===== src/hdl/ofs_pkg.sv =====
// package: register map, field layout, timing and enumerations for the offline frame search engine
package ofs_pkg;
	localparam logic [7:0] OFS_STATUS_IDX = 8'h17;
	localparam logic [9:0] OFS_ADDR_STATUS = 10'h05c;
	localparam logic [9:0] OFS_ADDR_CTRL = 10'h000;
	localparam logic [9:0] OFS_ADDR_MODE = 10'h004;
	localparam logic [9:0] OFS_ADDR_IRQ_STAT = 10'h008;
	localparam logic [9:0] OFS_ADDR_IRQ_MASK = 10'h00c;
	localparam logic [9:0] OFS_ADDR_COUNT = 10'h010;
	localparam logic [9:0] OFS_ADDR_PROGRESS = 10'h014;
	localparam int OFS_DIR_BIT = 0;
	localparam int OFS_ACTIVE_BIT = 1;
	localparam int OFS_TIMEOUT_BIT = 2;
	localparam int OFS_FOUND_BIT = 3;
	localparam int OFS_INVALID_BIT = 4;
	localparam int OFS_CTRL_RXF = 0;
	localparam int OFS_CTRL_TXF = 1;
	localparam int OFS_CTRL_RXA = 2;
	localparam int OFS_CTRL_TXA = 3;
	localparam int OFS_CTRL_BUS = 4;
	localparam int OFS_IRQ_FOUND = 0;
	localparam int OFS_IRQ_INVALID = 1;
	localparam int OFS_IRQ_TIMEOUT = 2;
	localparam int OFS_IRQ_ALIGNMENT_CHANGE_COUNTER = 3;
	localparam int OFS_IRQ_W = 4;
	localparam int OFS_CLK_KHZ = 40000;
	localparam int OFS_TMO_T1_SF_MS = 12;
	localparam int OFS_TMO_T1_ESF_MS = 24;
	localparam int OFS_TMO_E1_MS = 8;
	localparam int OFS_TMO_FORCE_MS = 24;
	localparam int OFS_TMO_T1_SF_CYC = OFS_TMO_T1_SF_MS * OFS_CLK_KHZ;
	localparam int OFS_TMO_T1_ESF_CYC = OFS_TMO_T1_ESF_MS * OFS_CLK_KHZ;
	localparam int OFS_TMO_E1_CYC = OFS_TMO_E1_MS * OFS_CLK_KHZ;
	localparam int OFS_TMO_FORCE_CYC = OFS_TMO_FORCE_MS * OFS_CLK_KHZ;
	localparam int OFS_TMR_W = 20;
	typedef enum logic [1:0] {
		OFS_MODE_T1_SF = 2'h0,
		OFS_MODE_T1_ESF = 2'h1,
		OFS_MODE_E1 = 2'h2
	} ofs_mode_t;
	typedef enum logic [2:0] {
		OFS_IDLE = 3'b001,
		OFS_RUN = 3'b010,
		OFS_DONE = 3'b100
	} ofs_state_t;
endpackage


===== src/hdl/ofs_offline_frame_search.sv =====
// offline frame alignment search engine with wishbone register slave
`timescale 1ns/100ps
// Behaviour
// - one search engine per framer, shared by receive and transmit; one search at a time.
// - result bits may last one cycle; pending request relaunches search, clearing result.
// - no-candidate bit 4 set when search ends without candidates; low otherwise.
// - found sets bit 3, clears direction loss-of-frame, realigns timebase, goes idle.
// - receive realignment to a new position increments the alignment-change counter.
// - timeout bit 2 is cleared on entering the running state.
// - several candidates surviving the whole interval latch timeout and end search.
// - forced reframe runs a single search lasting at most 24 ms.
// - after timeout a still-asserted loss-of-frame request starts a fresh search.
// - timeout is 12 ms for T1 SF, 24 ms for T1 ESF, 8 ms for E1.
// - running bit 1 set on forced or loss-of-frame reframe request.
// - running lasts until found, abort, timeout, or all candidates eliminated.
// - forced request clears loss-of-frame only on success, like any run; forced bit self-clears on entry.
// - direction bit 0 updated on entry: 1 receive line, 0 transmit bus data.
// - E1 receive searches report frame, multiframe, signaling progress flags.
// - found only when exactly one candidate remains.
module ofs_offline_frame_search import ofs_pkg::*; (
	input wire logic clk_i,
	input wire logic rst_i,
	input wire logic [9:0] wb_adr_i,
	input wire logic [31:0] wb_dat_i,
	input wire logic [3:0] wb_sel_i,
	input wire logic wb_we_i,
	input wire logic wb_cyc_i,
	input wire logic wb_stb_i,
	output logic [31:0] wb_dat_o,
	output logic wb_ack_o,
	input wire logic rx_loss_of_frame_i,
	input wire logic tx_loss_of_frame_i,
	input wire logic [7:0] candidate_count_i,
	input wire logic [7:0] candidate_pos_i,
	input wire logic basic_frame_seen_i,
	input wire logic multiframe_seen_i,
	input wire logic signaling_multiframe_seen_i,
	output logic search_rx_o,
	output logic search_tx_o,
	output logic search_bus_o,
	output logic rx_loss_of_frame_clear_o,
	output logic tx_loss_of_frame_clear_o,
	output logic rx_realign_o,
	output logic tx_realign_o,
	output logic tx_bus_timebase_realign_o,
	output logic [7:0] realign_pos_o,
	output logic irq_o
);
	ofs_state_t state;
	logic [7:0] offline_search_status;
	logic rx_forced_reframe;
	logic tx_forced_reframe;
	logic rx_search_abort;
	logic tx_search_abort;
	logic search_bus_sel;
	ofs_mode_t rx_mode;
	ofs_mode_t tx_mode;
	logic [OFS_IRQ_W-1:0] irq_stat;
	logic [OFS_IRQ_W-1:0] irq_mask;
	logic [15:0] alignment_change_counter;
	logic [7:0] rx_align_pos;
	logic basic_frame_progress;
	logic multiframe_progress;
	logic signaling_multiframe_progress;
	logic [OFS_TMR_W-1:0] timer;
	logic [OFS_TMR_W-1:0] limit;
	logic dir_rx;
	logic last_rx;
	logic forced_run;
	logic rx_req;
	logic tx_req;
	logic start;
	logic next_dir_rx;
	logic abort_now;
	logic end_found;
	logic end_invalid;
	logic end_timeout;
	logic [OFS_IRQ_W-1:0] irq_event;
	logic wr;
	logic rd_cycle;
	ofs_mode_t cur_mode;
	logic found_mask_rx;
	logic found_mask_tx;
	logic rx_lof_req;
	logic tx_lof_req;
	logic search_end;
	logic wr_ctrl;
	logic wr_mode;
	logic wr_irq_stat;
	logic wr_irq_mask;
	logic [2:0] progress_seen;
	logic [2:0] progress_flags;
	logic progress_track;

	// the online framer drops its request one cycle after the clear pulse;
	// masking that cycle keeps a success from relaunching a stale search
	assign rx_lof_req = rx_loss_of_frame_i && !found_mask_rx;
	assign tx_lof_req = tx_loss_of_frame_i && !found_mask_tx;
	assign rx_req = rx_lof_req | rx_forced_reframe;
	assign tx_req = tx_lof_req | tx_forced_reframe;
	assign search_end = abort_now || end_found || end_invalid || end_timeout;
	assign start = (state != OFS_RUN) && (rx_req || tx_req);
	// alternate on contention: the last served direction yields
	assign next_dir_rx = rx_req && (!tx_req || !last_rx);
	assign cur_mode = dir_rx ? rx_mode : tx_mode;
	assign abort_now = dir_rx ? rx_search_abort : tx_search_abort;
	assign end_found = (state == OFS_RUN) && !abort_now && candidate_count_i == 8'h01;
	assign end_invalid = (state == OFS_RUN) && !abort_now && candidate_count_i == 8'h00;
	assign end_timeout = (state == OFS_RUN) && !abort_now && candidate_count_i > 8'h01 && timer >= limit;
	// writes land on the edge at which the master samples ack high
	assign wr = wb_cyc_i && wb_stb_i && wb_we_i && wb_ack_o && wb_sel_i[0];
	assign wr_ctrl = wr && wb_adr_i == OFS_ADDR_CTRL;
	assign wr_mode = wr && wb_adr_i == OFS_ADDR_MODE;
	assign wr_irq_stat = wr && wb_adr_i == OFS_ADDR_IRQ_STAT;
	assign wr_irq_mask = wr && wb_adr_i == OFS_ADDR_IRQ_MASK;
	assign rd_cycle = wb_cyc_i && wb_stb_i && !wb_ack_o;
	assign irq_event = {end_found && dir_rx && candidate_pos_i != rx_align_pos, end_timeout, end_invalid, end_found};

	always_comb begin
		case (cur_mode)
			OFS_MODE_T1_SF: limit = OFS_TMR_W'(OFS_TMO_T1_SF_CYC);
			OFS_MODE_T1_ESF: limit = OFS_TMR_W'(OFS_TMO_T1_ESF_CYC);
			OFS_MODE_E1: limit = OFS_TMR_W'(OFS_TMO_E1_CYC);
			default: limit = OFS_TMR_W'(OFS_TMO_T1_ESF_CYC);
		endcase
		if (forced_run) begin
			limit = OFS_TMR_W'(OFS_TMO_FORCE_CYC);
		end
	end

	// single engine, so one state register serves both directions
	always_ff @(posedge clk_i) begin
		if (rst_i) begin
			state <= OFS_IDLE;
		end else begin
			case (state)
				OFS_IDLE: if (start) begin
					state <= OFS_RUN;
				end
				OFS_RUN: if (search_end) begin
					state <= OFS_DONE;
				end
				OFS_DONE: if (start) begin
					state <= OFS_RUN;
				end else begin
					state <= OFS_IDLE;
				end
				default: state <= OFS_IDLE;
			endcase
		end
	end

	always_ff @(posedge clk_i) begin
		if (rst_i) begin
			dir_rx <= 1'b1;
			last_rx <= 1'b0;
			forced_run <= 1'b0;
			timer <= '0;
		end else if (start) begin
			dir_rx <= next_dir_rx;
			last_rx <= next_dir_rx;
			forced_run <= next_dir_rx ? rx_forced_reframe : tx_forced_reframe;
			timer <= '0;
		end else if (state == OFS_RUN && timer != limit) begin
			timer <= timer + 1'b1;
		end
	end

	always_ff @(posedge clk_i) begin
		if (rst_i) begin
			offline_search_status <= 8'h01;
		end else if (start) begin
			offline_search_status <= '0;
			offline_search_status[OFS_ACTIVE_BIT] <= 1'b1;
			offline_search_status[OFS_DIR_BIT] <= next_dir_rx;
		end else if (state == OFS_RUN) begin
			if (search_end) begin
				offline_search_status[OFS_ACTIVE_BIT] <= 1'b0;
			end
			offline_search_status[OFS_FOUND_BIT] <= end_found;
			offline_search_status[OFS_INVALID_BIT] <= end_invalid;
			offline_search_status[OFS_TIMEOUT_BIT] <= end_timeout;
		end
	end

	// control register; forced bits self-clear on entry to running
	always_ff @(posedge clk_i) begin
		if (rst_i) begin
			rx_forced_reframe <= 1'b0;
			tx_forced_reframe <= 1'b0;
			rx_search_abort <= 1'b0;
			tx_search_abort <= 1'b0;
			search_bus_sel <= 1'b0;
		end else begin
			if (wr_ctrl) begin
				rx_search_abort <= wb_dat_i[OFS_CTRL_RXA];
				tx_search_abort <= wb_dat_i[OFS_CTRL_TXA];
				search_bus_sel <= wb_dat_i[OFS_CTRL_BUS];
			end
			if (start && next_dir_rx) begin
				rx_forced_reframe <= 1'b0;
			end else if (wr_ctrl && wb_dat_i[OFS_CTRL_RXF]) begin
				rx_forced_reframe <= 1'b1;
			end
			if (start && !next_dir_rx) begin
				tx_forced_reframe <= 1'b0;
			end else if (wr_ctrl && wb_dat_i[OFS_CTRL_TXF]) begin
				tx_forced_reframe <= 1'b1;
			end
		end
	end

	always_ff @(posedge clk_i) begin
		if (rst_i) begin
			rx_mode <= OFS_MODE_T1_SF;
			tx_mode <= OFS_MODE_T1_SF;
		end else if (wr_mode) begin
			rx_mode <= ofs_mode_t'(wb_dat_i[1:0]);
			tx_mode <= ofs_mode_t'(wb_dat_i[5:4]);
		end
	end

	// realignment and loss-of-frame clear pulses; forced runs clear too only on success
	always_ff @(posedge clk_i) begin
		if (rst_i) begin
			rx_loss_of_frame_clear_o <= 1'b0;
			tx_loss_of_frame_clear_o <= 1'b0;
			rx_realign_o <= 1'b0;
			tx_realign_o <= 1'b0;
			tx_bus_timebase_realign_o <= 1'b0;
			realign_pos_o <= '0;
			rx_align_pos <= '0;
			alignment_change_counter <= '0;
		end else begin
			rx_loss_of_frame_clear_o <= end_found && dir_rx;
			tx_loss_of_frame_clear_o <= end_found && !dir_rx;
			rx_realign_o <= end_found && dir_rx;
			tx_realign_o <= end_found && !dir_rx && !search_bus_sel;
			tx_bus_timebase_realign_o <= end_found && !dir_rx && search_bus_sel;
			if (end_found) begin
				realign_pos_o <= candidate_pos_i;
			end
			if (end_found && dir_rx) begin
				rx_align_pos <= candidate_pos_i;
				if (candidate_pos_i != rx_align_pos) begin
					alignment_change_counter <= alignment_change_counter + 1'b1;
				end
			end
		end
	end

	// one cycle of mask after each success, per direction
	always_ff @(posedge clk_i) begin
		if (rst_i) begin
			found_mask_rx <= 1'b0;
			found_mask_tx <= 1'b0;
		end else begin
			found_mask_rx <= end_found && dir_rx;
			found_mask_tx <= end_found && !dir_rx;
		end
	end

	// progress flags track e1 receive searches only
	assign progress_seen = {signaling_multiframe_seen_i, multiframe_seen_i, basic_frame_seen_i};
	assign progress_track = state == OFS_RUN && dir_rx && rx_mode == OFS_MODE_E1;
	// flags stay after the search ends, so software can still see how far it got
	for (genvar g = 0; g < 3; g++) begin : g_progress
		always_ff @(posedge clk_i) begin
			if (rst_i || start) begin
				progress_flags[g] <= 1'b0;
			end else if (progress_track && progress_seen[g]) begin
				progress_flags[g] <= 1'b1;
			end
		end
	end
	assign basic_frame_progress = progress_flags[0];
	assign multiframe_progress = progress_flags[1];
	assign signaling_multiframe_progress = progress_flags[2];

	always_ff @(posedge clk_i) begin
		if (rst_i) begin
			search_rx_o <= 1'b0;
			search_tx_o <= 1'b0;
			search_bus_o <= 1'b0;
		end else begin
			search_rx_o <= (start && next_dir_rx) || (state == OFS_RUN && dir_rx && !search_end);
			search_tx_o <= (start && !next_dir_rx) || (state == OFS_RUN && !dir_rx && !search_end);
			search_bus_o <= search_bus_sel;
		end
	end

	// sticky events: set beats a write-one clear in the same cycle
	for (genvar g = 0; g < OFS_IRQ_W; g++) begin : g_irq
		always_ff @(posedge clk_i) begin
			if (rst_i) begin
				irq_stat[g] <= 1'b0;
				irq_mask[g] <= 1'b0;
			end else begin
				if (irq_event[g]) begin
					irq_stat[g] <= 1'b1;
				end else if (wr_irq_stat && wb_dat_i[g]) begin
					irq_stat[g] <= 1'b0;
				end
				if (wr_irq_mask) begin
					irq_mask[g] <= wb_dat_i[g];
				end
			end
		end
	end

	// event folded in so the line rises with the status bit, not a cycle later
	always_ff @(posedge clk_i) begin
		if (rst_i) begin
			irq_o <= 1'b0;
		end else begin
			irq_o <= |((irq_stat | irq_event) & irq_mask);
		end
	end

	// one-wait-state slave; reads have no side effect
	always_ff @(posedge clk_i) begin
		if (rst_i) begin
			wb_ack_o <= 1'b0;
			wb_dat_o <= '0;
		end else begin
			wb_ack_o <= rd_cycle;
			wb_dat_o <= '0;
			if (rd_cycle) begin
				case (wb_adr_i)
					OFS_ADDR_STATUS: wb_dat_o <= {27'h0, offline_search_status[4:0]};
					OFS_ADDR_CTRL: wb_dat_o <= {27'h0, search_bus_sel, tx_search_abort, rx_search_abort,
						tx_forced_reframe, rx_forced_reframe};
					OFS_ADDR_MODE: wb_dat_o <= {26'h0, tx_mode, 2'h0, rx_mode};
					OFS_ADDR_IRQ_STAT: wb_dat_o <= {28'h0, irq_stat};
					OFS_ADDR_IRQ_MASK: wb_dat_o <= {28'h0, irq_mask};
					OFS_ADDR_COUNT: wb_dat_o <= {16'h0, alignment_change_counter};
					OFS_ADDR_PROGRESS: wb_dat_o <= {29'h0, signaling_multiframe_progress, multiframe_progress,
						basic_frame_progress};
					default: wb_dat_o <= '0;
				endcase
			end
		end
	end
endmodule


===== config.mk =====
export PLATFORM = sky130hd
export DESIGN_NAME = ofs_offline_frame_search
export DESIGN_NICKNAME = d
export VERILOG_FILES = /design/src/hdl/ofs_pkg.sv /design/src/hdl/ofs_offline_frame_search.sv
export SDC_FILE = /design/constraint.sdc
export NUM_CORES = 1
export LEC_CHECK = 0
export BUFFER_PORTS_ARGS = -buffer_cell sky130_fd_sc_hd__buf_2
export CORE_AREA = 2 2 96 98
export CTS_BUF_LIST = sky130_fd_sc_hd__clkbuf_8
export DETAILED_ROUTE_END_ITERATION = 6
export DIE_AREA = 0 0 98 100
export GPL_TIMING_DRIVEN = 1
export PLACE_DENSITY = 0.95
export SETUP_SLACK_MARGIN = 0.1
export SYNTH_ARGS = -nofsm -noshare
export SYNTH_HDL_FRONTEND = slang
export SYNTH_SLANG_ARGS = --single-unit

===== constraint.sdc =====
create_clock -name clk_i -period 6.9 [get_ports clk_i]
set_clock_uncertainty 0.2 [all_clocks]
set_input_delay 1.38 -clock clk_i [delete_from_list [all_inputs] [get_ports clk_i]]
set_output_delay 1.38 -clock clk_i [all_outputs]
set_load 0.01 [all_outputs]

==> impl_metrics.env, run 1 <==
export IMPL_vias=4582
export IMPL_hold_viol=0
export IMPL_rows=35
export IMPL_cts_hold_buf=0
export IMPL_routed_wl_um=12060
export IMPL_hold_path_class="flop to flop"
export IMPL_yosysSeqAreaShare=0.4156
export IMPL_fin_setup_tns_ns=0
export IMPL_syn_area_per_cell_um2=8.706
export IMPL_cts_path_max_buffers=2
export IMPL_syn_area_um2=5154
export IMPL_synthFlopType="dfxtp_1"
export IMPL_path_buf_inv=1
export IMPL_cp_slowest_cell="nor4_1"
export IMPL_cts_inserted_buffers=9
export IMPL_cp_startpoint="rx_loss_of_frame_i"
export IMPL_io_pins=122
export IMPL_crit_chain="buf_2, nor2b_1, nor4_1, or2_2, nand2b_1, a21oi_1"
export IMPL_grt_max_degree=81
export IMPL_rsz0062_at_grt="false"
export IMPL_holdPathStages=2
export IMPL_synth_seq_cells=107
export IMPL_worst_setup_path_end_kind="flop"
export IMPL_synth_top_area_frac=0.4156
export IMPL_nFillCells=727
export IMPL_relSlewSlack=0.3168
export IMPL_grt_pass1_vias=4389
export IMPL_timing_rr_start="offline_search_status[0]"
export IMPL_yosysMostFrequentCell="dfxtp_1"
export IMPL_arrival_ns=3.44
export IMPL_rr_worst_depth=10
export IMPL_drt_first_pass_iters=5
export IMPL_start_util=0.5797
export IMPL_min_from="realign_pos_o[6]"
export IMPL_post_dp_cell_area_um2=5509
export IMPL_ys_top_cells_by_count="107 x dfxtp_1, 73 x nor2_1, 64 x nand2_1"
export IMPL_layout_nets=736
export IMPL_synth_area_leaders="dfxtp_1 42%, nor2_1 5.3%, nand2_1 4.7%, xnor2_1 4.1%, a21oi_1 3.8%"
export IMPL_rr_endpoint="offline_search_status[2]"
export IMPL_min_to="realign_pos_o[6]"
export IMPL_htree_levels=3
export IMPL_cts_tree="built"
export IMPL_die_y_um=100
export IMPL_first_iter_violations=400
export IMPL_port_buffer_count=76
export IMPL_leakage_nw=2.334
export IMPL_gp_congestion=0.8342
export IMPL_synth_cell_types=60
export IMPL_fin_crit_sh=0.4870
export IMPL_synth_edf_count=0
export IMPL_powerDensity_nw_per_um2=200.5
export IMPL_setup_viol=0
export IMPL_ctsResizeCount=0
export IMPL_post_cts_buffers=0
export IMPL_startpoint_type="input port"
export IMPL_clkLatencyLatePin_ns=0.37
export IMPL_area_growth_pct=11.53
export IMPL_clkTransAtPathRegs_ns=0.10
export IMPL_fmax_mhz=297.6
export IMPL_postRouteAntennaNets=0
export IMPL_fp_dieArea_um2=9800
export IMPL_grt_pass1_wl_um=20110
export IMPL_worstSetupPathType="input port to flop"
export IMPL_peakVddDrop_mv=0.1073
export IMPL_overflow=0
export IMPL_design_area_um2=5748
export IMPL_drive_gt1_frac=0.1689
export IMPL_cp_slowest_stage_delay_ns=0.62
export IMPL_clock_sinks=107
export IMPL_core_area_um2=8890
export IMPL_whs_ns=0.2564
export IMPL_outcome="finished clean"
export IMPL_finalMaxSlewViolations=0
export IMPL_synth_top_area_cell="dfxtp_1"
export IMPL_worstMarginPinSlew_ns=1.025
export IMPL_critPathRequiredTime_ns=6.98
export IMPL_antennaDiodeCount=0
export IMPL_r2r_slack_ns=3.76
export IMPL_antenna_found_initial=0
export IMPL_fin_crit_ns=3.360
export IMPL_cts_root_buffer="clkbuf_8"
export IMPL_worst_path_stages=6
export IMPL_drc=0
export IMPL_cp_max_fo=26
export IMPL_crit_family="simple AND/OR/NAND/NOR gates"
export IMPL_via_per_inst=5.966
export IMPL_synthCells=592
export IMPL_drv_cap=0
export IMPL_track_usage=0.2490
export IMPL_hpwlAfterDp_um=8754
export IMPL_ys_warn_count=0
export IMPL_die_width_um=98
export IMPL_wire_per_inst_um=15.70
export IMPL_synthArstFlopShare=0
state kept, by name (all words and copies together) (netlist names), 2 cells and up:
signal / count
rx_mode: 2
rx_align_pos: 8
offline_search_status: 5
irq_mask: 4
alignment_change_counter: 16
irq_stat: 4
tx_mode: 2
wb_dat_o: 16
state: 3
realign_pos_o: 8
timer: 20
logic make-up (layout without fill, tap and decap cells):
kind of cell | after synthesis | count (layout) | share of synthesized area
XOR/XNOR | 30 | 30 | 0.05098
buffers and inverters | 58 | 108 | 0.05657
flip-flops | 107 | 107 | 0.4156
multiplexers | 31 | 31 | 0.06846
other | 1 | 16 | 0.0007276
AND/OR/NAND/NOR | 272 | 272 | 0.2777
AO/OA/AOI/OAI | 81 | 81 | 0.1008
adder cells (fa/ha/maj) | 12 | 12 | 0.02913
stage by stage:
stage               total power [mW]  worst slack, ns    util  instances
floorplan                     0.6915            3.747       -        607
global placement              0.7091            3.299  0.6197        752
detailed placement            0.7125            3.183  0.6197        752
CTS                            1.155            3.550  0.6466        768
global route                   1.188            3.324  0.6466        768
finish                         1.152            3.540  0.6466        768
placed cells by master, fill, tap and decap left out, types with 4 or more instances in the layout:
| cell | count |
|---|---|
| nand2b_1 | 4 |
| buf_2 | 76 |
| ha_1 | 12 |
| o21ai_0 | 8 |
| inv_1 | 14 |
| nor3_1 | 6 |
| nor4_1 | 10 |
| xnor2_1 | 24 |
| conb_1 | 16 |
| mux2i_1 | 15 |
| nor3b_1 | 4 |
| nand4_1 | 17 |
| nor2b_1 | 20 |
| dfxtp_1 | 107 |
| xor2_1 | 6 |
| and3_1 | 18 |
| nand2_1 | 64 |
| nor2_1 | 73 |
| a222oi_1 | 4 |
| nand3_1 | 23 |
| mux2_1 | 12 |
| clkbuf_8 | 9 |
| a21oi_1 | 39 |
| and4_1 | 8 |
metal layers:
layer  share of wire  routed length, um  track usage  up-vias
met5               0                  0            0        -
met4           0.035                420       0.1047        0
met3           0.060                721      0.04526       49
met2            0.52               6262       0.4573      204
met1            0.39               4650       0.2845     2166
li1                -                  -            -     2163
report_power, final:
group / leakage (nW) / switching, mW / total [mW] / internal [mW]
Combinational: 1.35 / 0.0456 / 0.0719 / 0.0263
Sequential: 0.864 / 0.00664 / 0.628 / 0.622
Clock: 0.121 / 0.212 / 0.452 / 0.240
worst max-delay path by stage:
stage                              endpoint
2_1_floorplan  alignment_change_counter[11]
6_report           offline_search_status[2]
4_1_cts            offline_search_status[2]
3_5_place_dp       offline_search_status[2]
3_3_place_gp                       timer[1]
5_1_grt            offline_search_status[4]
cell type report:
type / instances / area (um^2) / area share
timing repair buffer: 79 / 402.9 / 0.07009
inverter: 13 / 48.80 / 0.008489
clock inverter: 7 / 115.1 / 0.02003
sequential: 107 / 2142 / 0.3727
tap: 111 / 138.9 / 0.02416
clock buffer: 9 / 123.9 / 0.02155
multi-input combinational: 442 / 2776 / 0.4830
tightest hold or removal path: cells and delay by family (launching register included):
family | cells | cell delay (ns)
flops | 1 | 0.32
simple gates | 1 | 0.05
compound gates | 1 | 0.05
(Power assumes the default switching activity.)
==> inputs of run 2 (changes only) <==
Settings changed: CORE_AREA 2 2 96 98 to 2 2 99 101, DIE_AREA 0 0 98 100 to 0 0 101 103, PLACE_DENSITY 0.95 to 0.92.
Clock period 6.9 ns to 3.2 ns, I/O delays scaled along.
==> run 2 against run 1 <==
Register-to-register slack worse by 3.3 ns. Combinational power is 130% higher. Total power up 100%. Non-clock buffer count is 7 higher. Design area increased by 0.15%. Die area increased by 6.2%. Clock power is 77% higher. Setup slack got worse by 3.1 ns. Core utilization fell by 3.8 points. Critical path type is now flop to flop.
==> impl_metrics.env, run 2 (synthesized netlist as in run 1, its figures left out) <==
export IMPL_outcome="finished clean"
export IMPL_layout_commonest_cell="dfxtp_1"
export IMPL_cts_hold_buf=0
export IMPL_cts_root_buffer="clkbuf_8"
export IMPL_track_usage=0.2282
export IMPL_cp_slowest_cell="or4_4"
export IMPL_cts_inserted_buffers=9
export IMPL_die_width_um=101
export IMPL_drv_cap=0
export IMPL_ctsResizeCount=0
export IMPL_startpoint_type="flop"
export IMPL_io_pins=122
export IMPL_peakVddDrop_mv=0.2069
export IMPL_antennaDiodeCount=0
export IMPL_via_per_inst=5.729
export IMPL_rows=36
export IMPL_fin_crit_sh=0.8709
export IMPL_core_area_um2=9459
export IMPL_post_cts_buffers=0
export IMPL_total_power_mw=2.314
export IMPL_cts_tree="built"
export IMPL_worst_setup_path_end_kind="flop"
export IMPL_path_buf_inv=1
export IMPL_grt_pass1_wl_um=19000
export IMPL_design_area_um2=5757
export IMPL_critPathRequiredTime_ns=3.31
export IMPL_fin_util=0.6086
export IMPL_powerDensity_nw_per_um2=402.0
export IMPL_cp_max_fo=5
export IMPL_mostFrequentLayoutCells="107 x dfxtp_1, 76 x buf_2, 73 x nor2_1"
export IMPL_hold_viol=0
export IMPL_fin_setup_tns_ns=0
export IMPL_antenna_found_initial=0
export IMPL_routed_wl_um=11710
export IMPL_drt_first_pass_iters=6
export IMPL_hpwlAfterDp_um=8780
export IMPL_nFillCells=776
export IMPL_clkTransAtPathRegs_ns=0.10
export IMPL_clock_sinks=107
export IMPL_worstSetupPathType="flop to flop"
export IMPL_cts_path_max_buffers=2
export IMPL_first_iter_violations=220
export IMPL_wire_per_inst_um=15.05
export IMPL_fin_crit_ns=2.787
export IMPL_setup_viol=0
export IMPL_cp_slowest_stage_delay_ns=0.61
export IMPL_drive_gt1_frac=0.1792
export IMPL_largest_register_ffs=20
export IMPL_largest_register="timer"
export IMPL_fp_dieArea_um2=10400
export IMPL_port_buffer_count=76
export IMPL_htree_levels=3
export IMPL_vias=4457
export IMPL_crit_chain="nor2b_1, a211o_1, inv_1, ha_1, and4bb_1, nand4_1, or4_4, a311o_1, a21oi_1"
export IMPL_hold_path_class="flop to flop"
export IMPL_leakage_nw=2.342
export IMPL_reg_top3="timer (20), alignment_change_counter (16), wb_dat_o (16)"
export IMPL_grt_pass1_vias=4187
export IMPL_overflow=0
export IMPL_drc=0
export IMPL_area_growth_pct=11.70
export IMPL_rsz0062_at_grt="false"
export IMPL_fmax_mhz=358.8
export IMPL_start_util=0.5448
export IMPL_crit_family="simple AND/OR/NAND/NOR gates"
export IMPL_layout_nets=743
export IMPL_postRouteAntennaNets=0
export IMPL_whs_ns=0.2608
export IMPL_arrival_ns=2.90
export IMPL_finalMaxSlewViolations=0
export IMPL_clkLatencyLatePin_ns=0.39
export IMPL_die_y_um=103
export IMPL_gp_congestion=0.8653
export IMPL_post_dp_cell_area_um2=5565
export IMPL_grt_max_degree=48
==> run 2: where the power goes <==
part           total, mW  internal [mW]  switching [mW]
combinational      0.164         0.0613           0.103
clock              0.799          0.302           0.497
sequential          1.35           1.34          0.0109
total               2.31           1.70           0.610
==> run 2: final timing paths <==
path                         start  slack (ns)  depth (start not counted)               end
setup / recovery        tx_mode[0]        0.41                          9       irq_stat[2]
hold reg to reg   realign_pos_o[6]        0.26                          2  realign_pos_o[6]
hold / removal    realign_pos_o[6]        0.26                          2  realign_pos_o[6]
setup reg to reg        tx_mode[0]        0.41                          9       irq_stat[2]
==> run 2: worst register-to-register path, delay by kind of cell, from the launching register on <==
kind | cells | cell delay (ns)
buf+inv | 1 | 0.10
compound gates | 3 | 0.66
simple gates | 4 | 1.09
fa+ha+maj | 1 | 0.31
flops | 1 | 0.37
==> run 2: cell type report <==
cell class	instances	area, um^2	area share
inverter	13	48.80	0.008476
timing repair buffer	86	455.4	0.07911
tap	114	142.6	0.02478
sequential	107	2142	0.3721
multi-input combinational	442	2776	0.4823
clock buffer	9	123.9	0.02152
clock inverter	7	67.56	0.01174
==> run 2: metal layers <==
layer / track usage / share of wire / up-vias
met3: 0.04746 / 0.054 / 27
li1: - / - / 2179
met2: 0.4072 / 0.52 / 138
met1: 0.2651 / 0.40 / 2113
met4: 0.1008 / 0.026 / 0
met5: 0 / 0 / -
==> run 2: metrics by stage <==
step	std cells	setup slack, ns
after global routing	778	0.2807
after floorplan	607	0.4623
after CTS	778	0.4320
after global placement	762	0.4308
final	778	0.4131
after detailed placement	762	0.4064
==> inputs of run 3 (changes only) <==
==> constraint.sdc (replaced) <==
create_clock -name clk_i -period 3.2 [get_ports clk_i]
set_clock_uncertainty 0.2 [all_clocks]
set_input_delay 0.96 -clock clk_i [delete_from_list [all_inputs] [get_ports clk_i]]
set_output_delay 0.96 -clock clk_i [all_outputs]
set_load 0.01 [all_outputs]
==> run 3 against run 2 <==
Count of clock-buffer cells in the layout grew 1. Global-route usage is 1.3 points higher. Core utilization rose by 0.34 points. Wire length up 7.6%. Design area grew 0.57%. Clock power up 3%. Critical path depth up 1. Flip-flop and latch count unchanged. Non-clock buffer count increased by 4. Total power rose by 1.0%. Setup slack got worse by 0.15 ns. Critical endpoint is now offline_search_status[2]. First-iteration DRC count increased by 60%.
==> impl_metrics.env, run 3 (synthesized netlist as in run 1, its figures left out) <==
export IMPL_finalMaxSlewViolations=0
export IMPL_min_from="realign_pos_o[6]"
export IMPL_critPathRequiredTime_ns=3.32
export IMPL_fin_setup_tns_ns=0
export IMPL_area_growth_pct=12.33
export IMPL_start_util=0.5448
export IMPL_rsz0062_at_grt="false"
export IMPL_layout_nets=747
export IMPL_cts_tree="built"
export IMPL_layout_commonest_cell="dfxtp_1"
export IMPL_die_width_um=101
export IMPL_r2r_slack_ns=0.26
export IMPL_grt_util_met3=0.05559
export IMPL_antenna_found_initial=0
export IMPL_gp_congestion=0.8819
export IMPL_leakage_nw=2.365
export IMPL_drc=0
export IMPL_top_usage_layer="met2"
export IMPL_port_buffer_count=76
export IMPL_setup_viol=0
export IMPL_design_area_um2=5789
export IMPL_drt_first_pass_iters=5
export IMPL_pre_cts_ws_ns=0.1368
export IMPL_hold_path_class="flop to flop"
export IMPL_grt_pass1_vias=4410
export IMPL_min_to="realign_pos_o[6]"
export IMPL_post_cts_buffers=0
export IMPL_hpwlAfterDp_um=9326
export IMPL_worstSetupPathType="flop to flop"
export IMPL_rr_endpoint="offline_search_status[2]"
export IMPL_drive_gt1_frac=0.1841
export IMPL_cts_hold_buf=0
export IMPL_worst_setup_path_end_kind="flop"
export IMPL_final_cell_count_no_fill=782
export IMPL_rows=36
export IMPL_postRouteAntennaNets=0
export IMPL_outcome="finished clean"
export IMPL_largest_register="timer"
export IMPL_nFillCells=775
export IMPL_ctsResizeCount=0
export IMPL_mostFrequentLayoutCells="107 x dfxtp_1, 76 x buf_2, 73 x nor2_1"
export IMPL_post_dp_cell_area_um2=5595
export IMPL_via_per_inst=5.937
export IMPL_peakVddDrop_mv=0.2406
export IMPL_grt_max_degree=37
export IMPL_htree_levels=3
export IMPL_cts_root_buffer="clkbuf_8"
export IMPL_grtUsageMet2=0.4385
export IMPL_die_y_um=103
export IMPL_hold_viol=0
export IMPL_clkLatencyLatePin_ns=0.38
export IMPL_dp_cells=766
export IMPL_fin_crit_ns=2.935
export IMPL_wire_per_inst_um=16.12
export IMPL_cts_path_max_buffers=2
export IMPL_vias=4643
export IMPL_holdPathStages=2
export IMPL_core_area_um2=9459
export IMPL_antennaDiodeCount=0
export IMPL_startpoint_type="flop"
export IMPL_clkTransAtPathRegs_ns=0.11
export IMPL_rr_worst_depth=10
export IMPL_routed_wl_um=12600
export IMPL_overflow=0
export IMPL_fin_ws_ns=0.2646
export IMPL_fin_crit_sh=0.9173
export IMPL_grt_pass1_wl_um=19890
export IMPL_seqCellArea_um2=2142
export IMPL_first_iter_violations=351
export IMPL_cts_inserted_buffers=9
export IMPL_powerDensity_nw_per_um2=403.9
export IMPL_timing_rr_start="tx_mode[0]"
export IMPL_fp_dieArea_um2=10400
export IMPL_reg_top3="timer (20), alignment_change_counter (16), wb_dat_o (16)"
export IMPL_drv_cap=0
export IMPL_multiInputGateArea_um2=2776
export IMPL_met1_usage=0.2653
export IMPL_largest_register_ffs=20
export IMPL_cp_max_fo=5
export IMPL_io_pins=122
export IMPL_fmax_mhz=340.7
export IMPL_clock_sinks=107
export IMPL_track_usage=0.2413
export IMPL_arrival_ns=3.06
## run 3: final cells by class
cell class                 count  share of cell area
sequential                   107              0.3700
clock inverter                 6            0.009726
clock buffer                  10             0.02377
timing repair buffer          90             0.08386
tap                          114             0.02464
inverter                      13            0.008429
multi-input combinational    442              0.4796
## run 3: report_power, final
part / switching (mW) / internal [mW]
Clock: 0.498 / 0.321
Sequential: 0.0107 / 1.34
Combinational: 0.105 / 0.0626
## run 3: worst max-delay path by stage
| stage | from | end |
|---|---|---|
| floorplan | offline_search_status[0] | irq_stat[2] |
| global placement | candidate_count_i[4] | alignment_change_counter[11] |
| detailed placement | candidate_count_i[4] | alignment_change_counter[11] |
| CTS | tx_mode[0] | irq_stat[2] |
| global route | tx_mode[0] | offline_search_status[2] |
| finish | tx_mode[0] | offline_search_status[2] |
## run 3: per-layer routing
metal	vias to the layer above	routed length, um
li1	2179	-
met1	2211	4770
met2	212	6598
met3	41	866
met4	0	368
met5	-	0
## run 3: through the flow
stage | total power [mW] | util | hold WS [ns]
6_report | 2.338 | 0.6120 | 0.2584
5_1_grt | 2.419 | 0.6120 | 0.2844
4_1_cts | 2.347 | 0.6120 | 0.2582
3_5_place_dp | 1.545 | 0.5915 | 0.2443
3_3_place_gp | 1.536 | 0.5915 | 0.2395
2_1_floorplan | 1.491 | - | 0.2329
## run 3: critical path, stage by stage (launching register included)
cell,delay (ns)
dfxtp_1,0.39
nor2b_1,0.18
a211o_1,0.18
inv_1,0.10
nand2_1,0.14
inv_1,0.10
ha_1,0.29
nand4_1,0.15
or4_4,0.61
a311o_1,0.39
a21oi_1,0.14
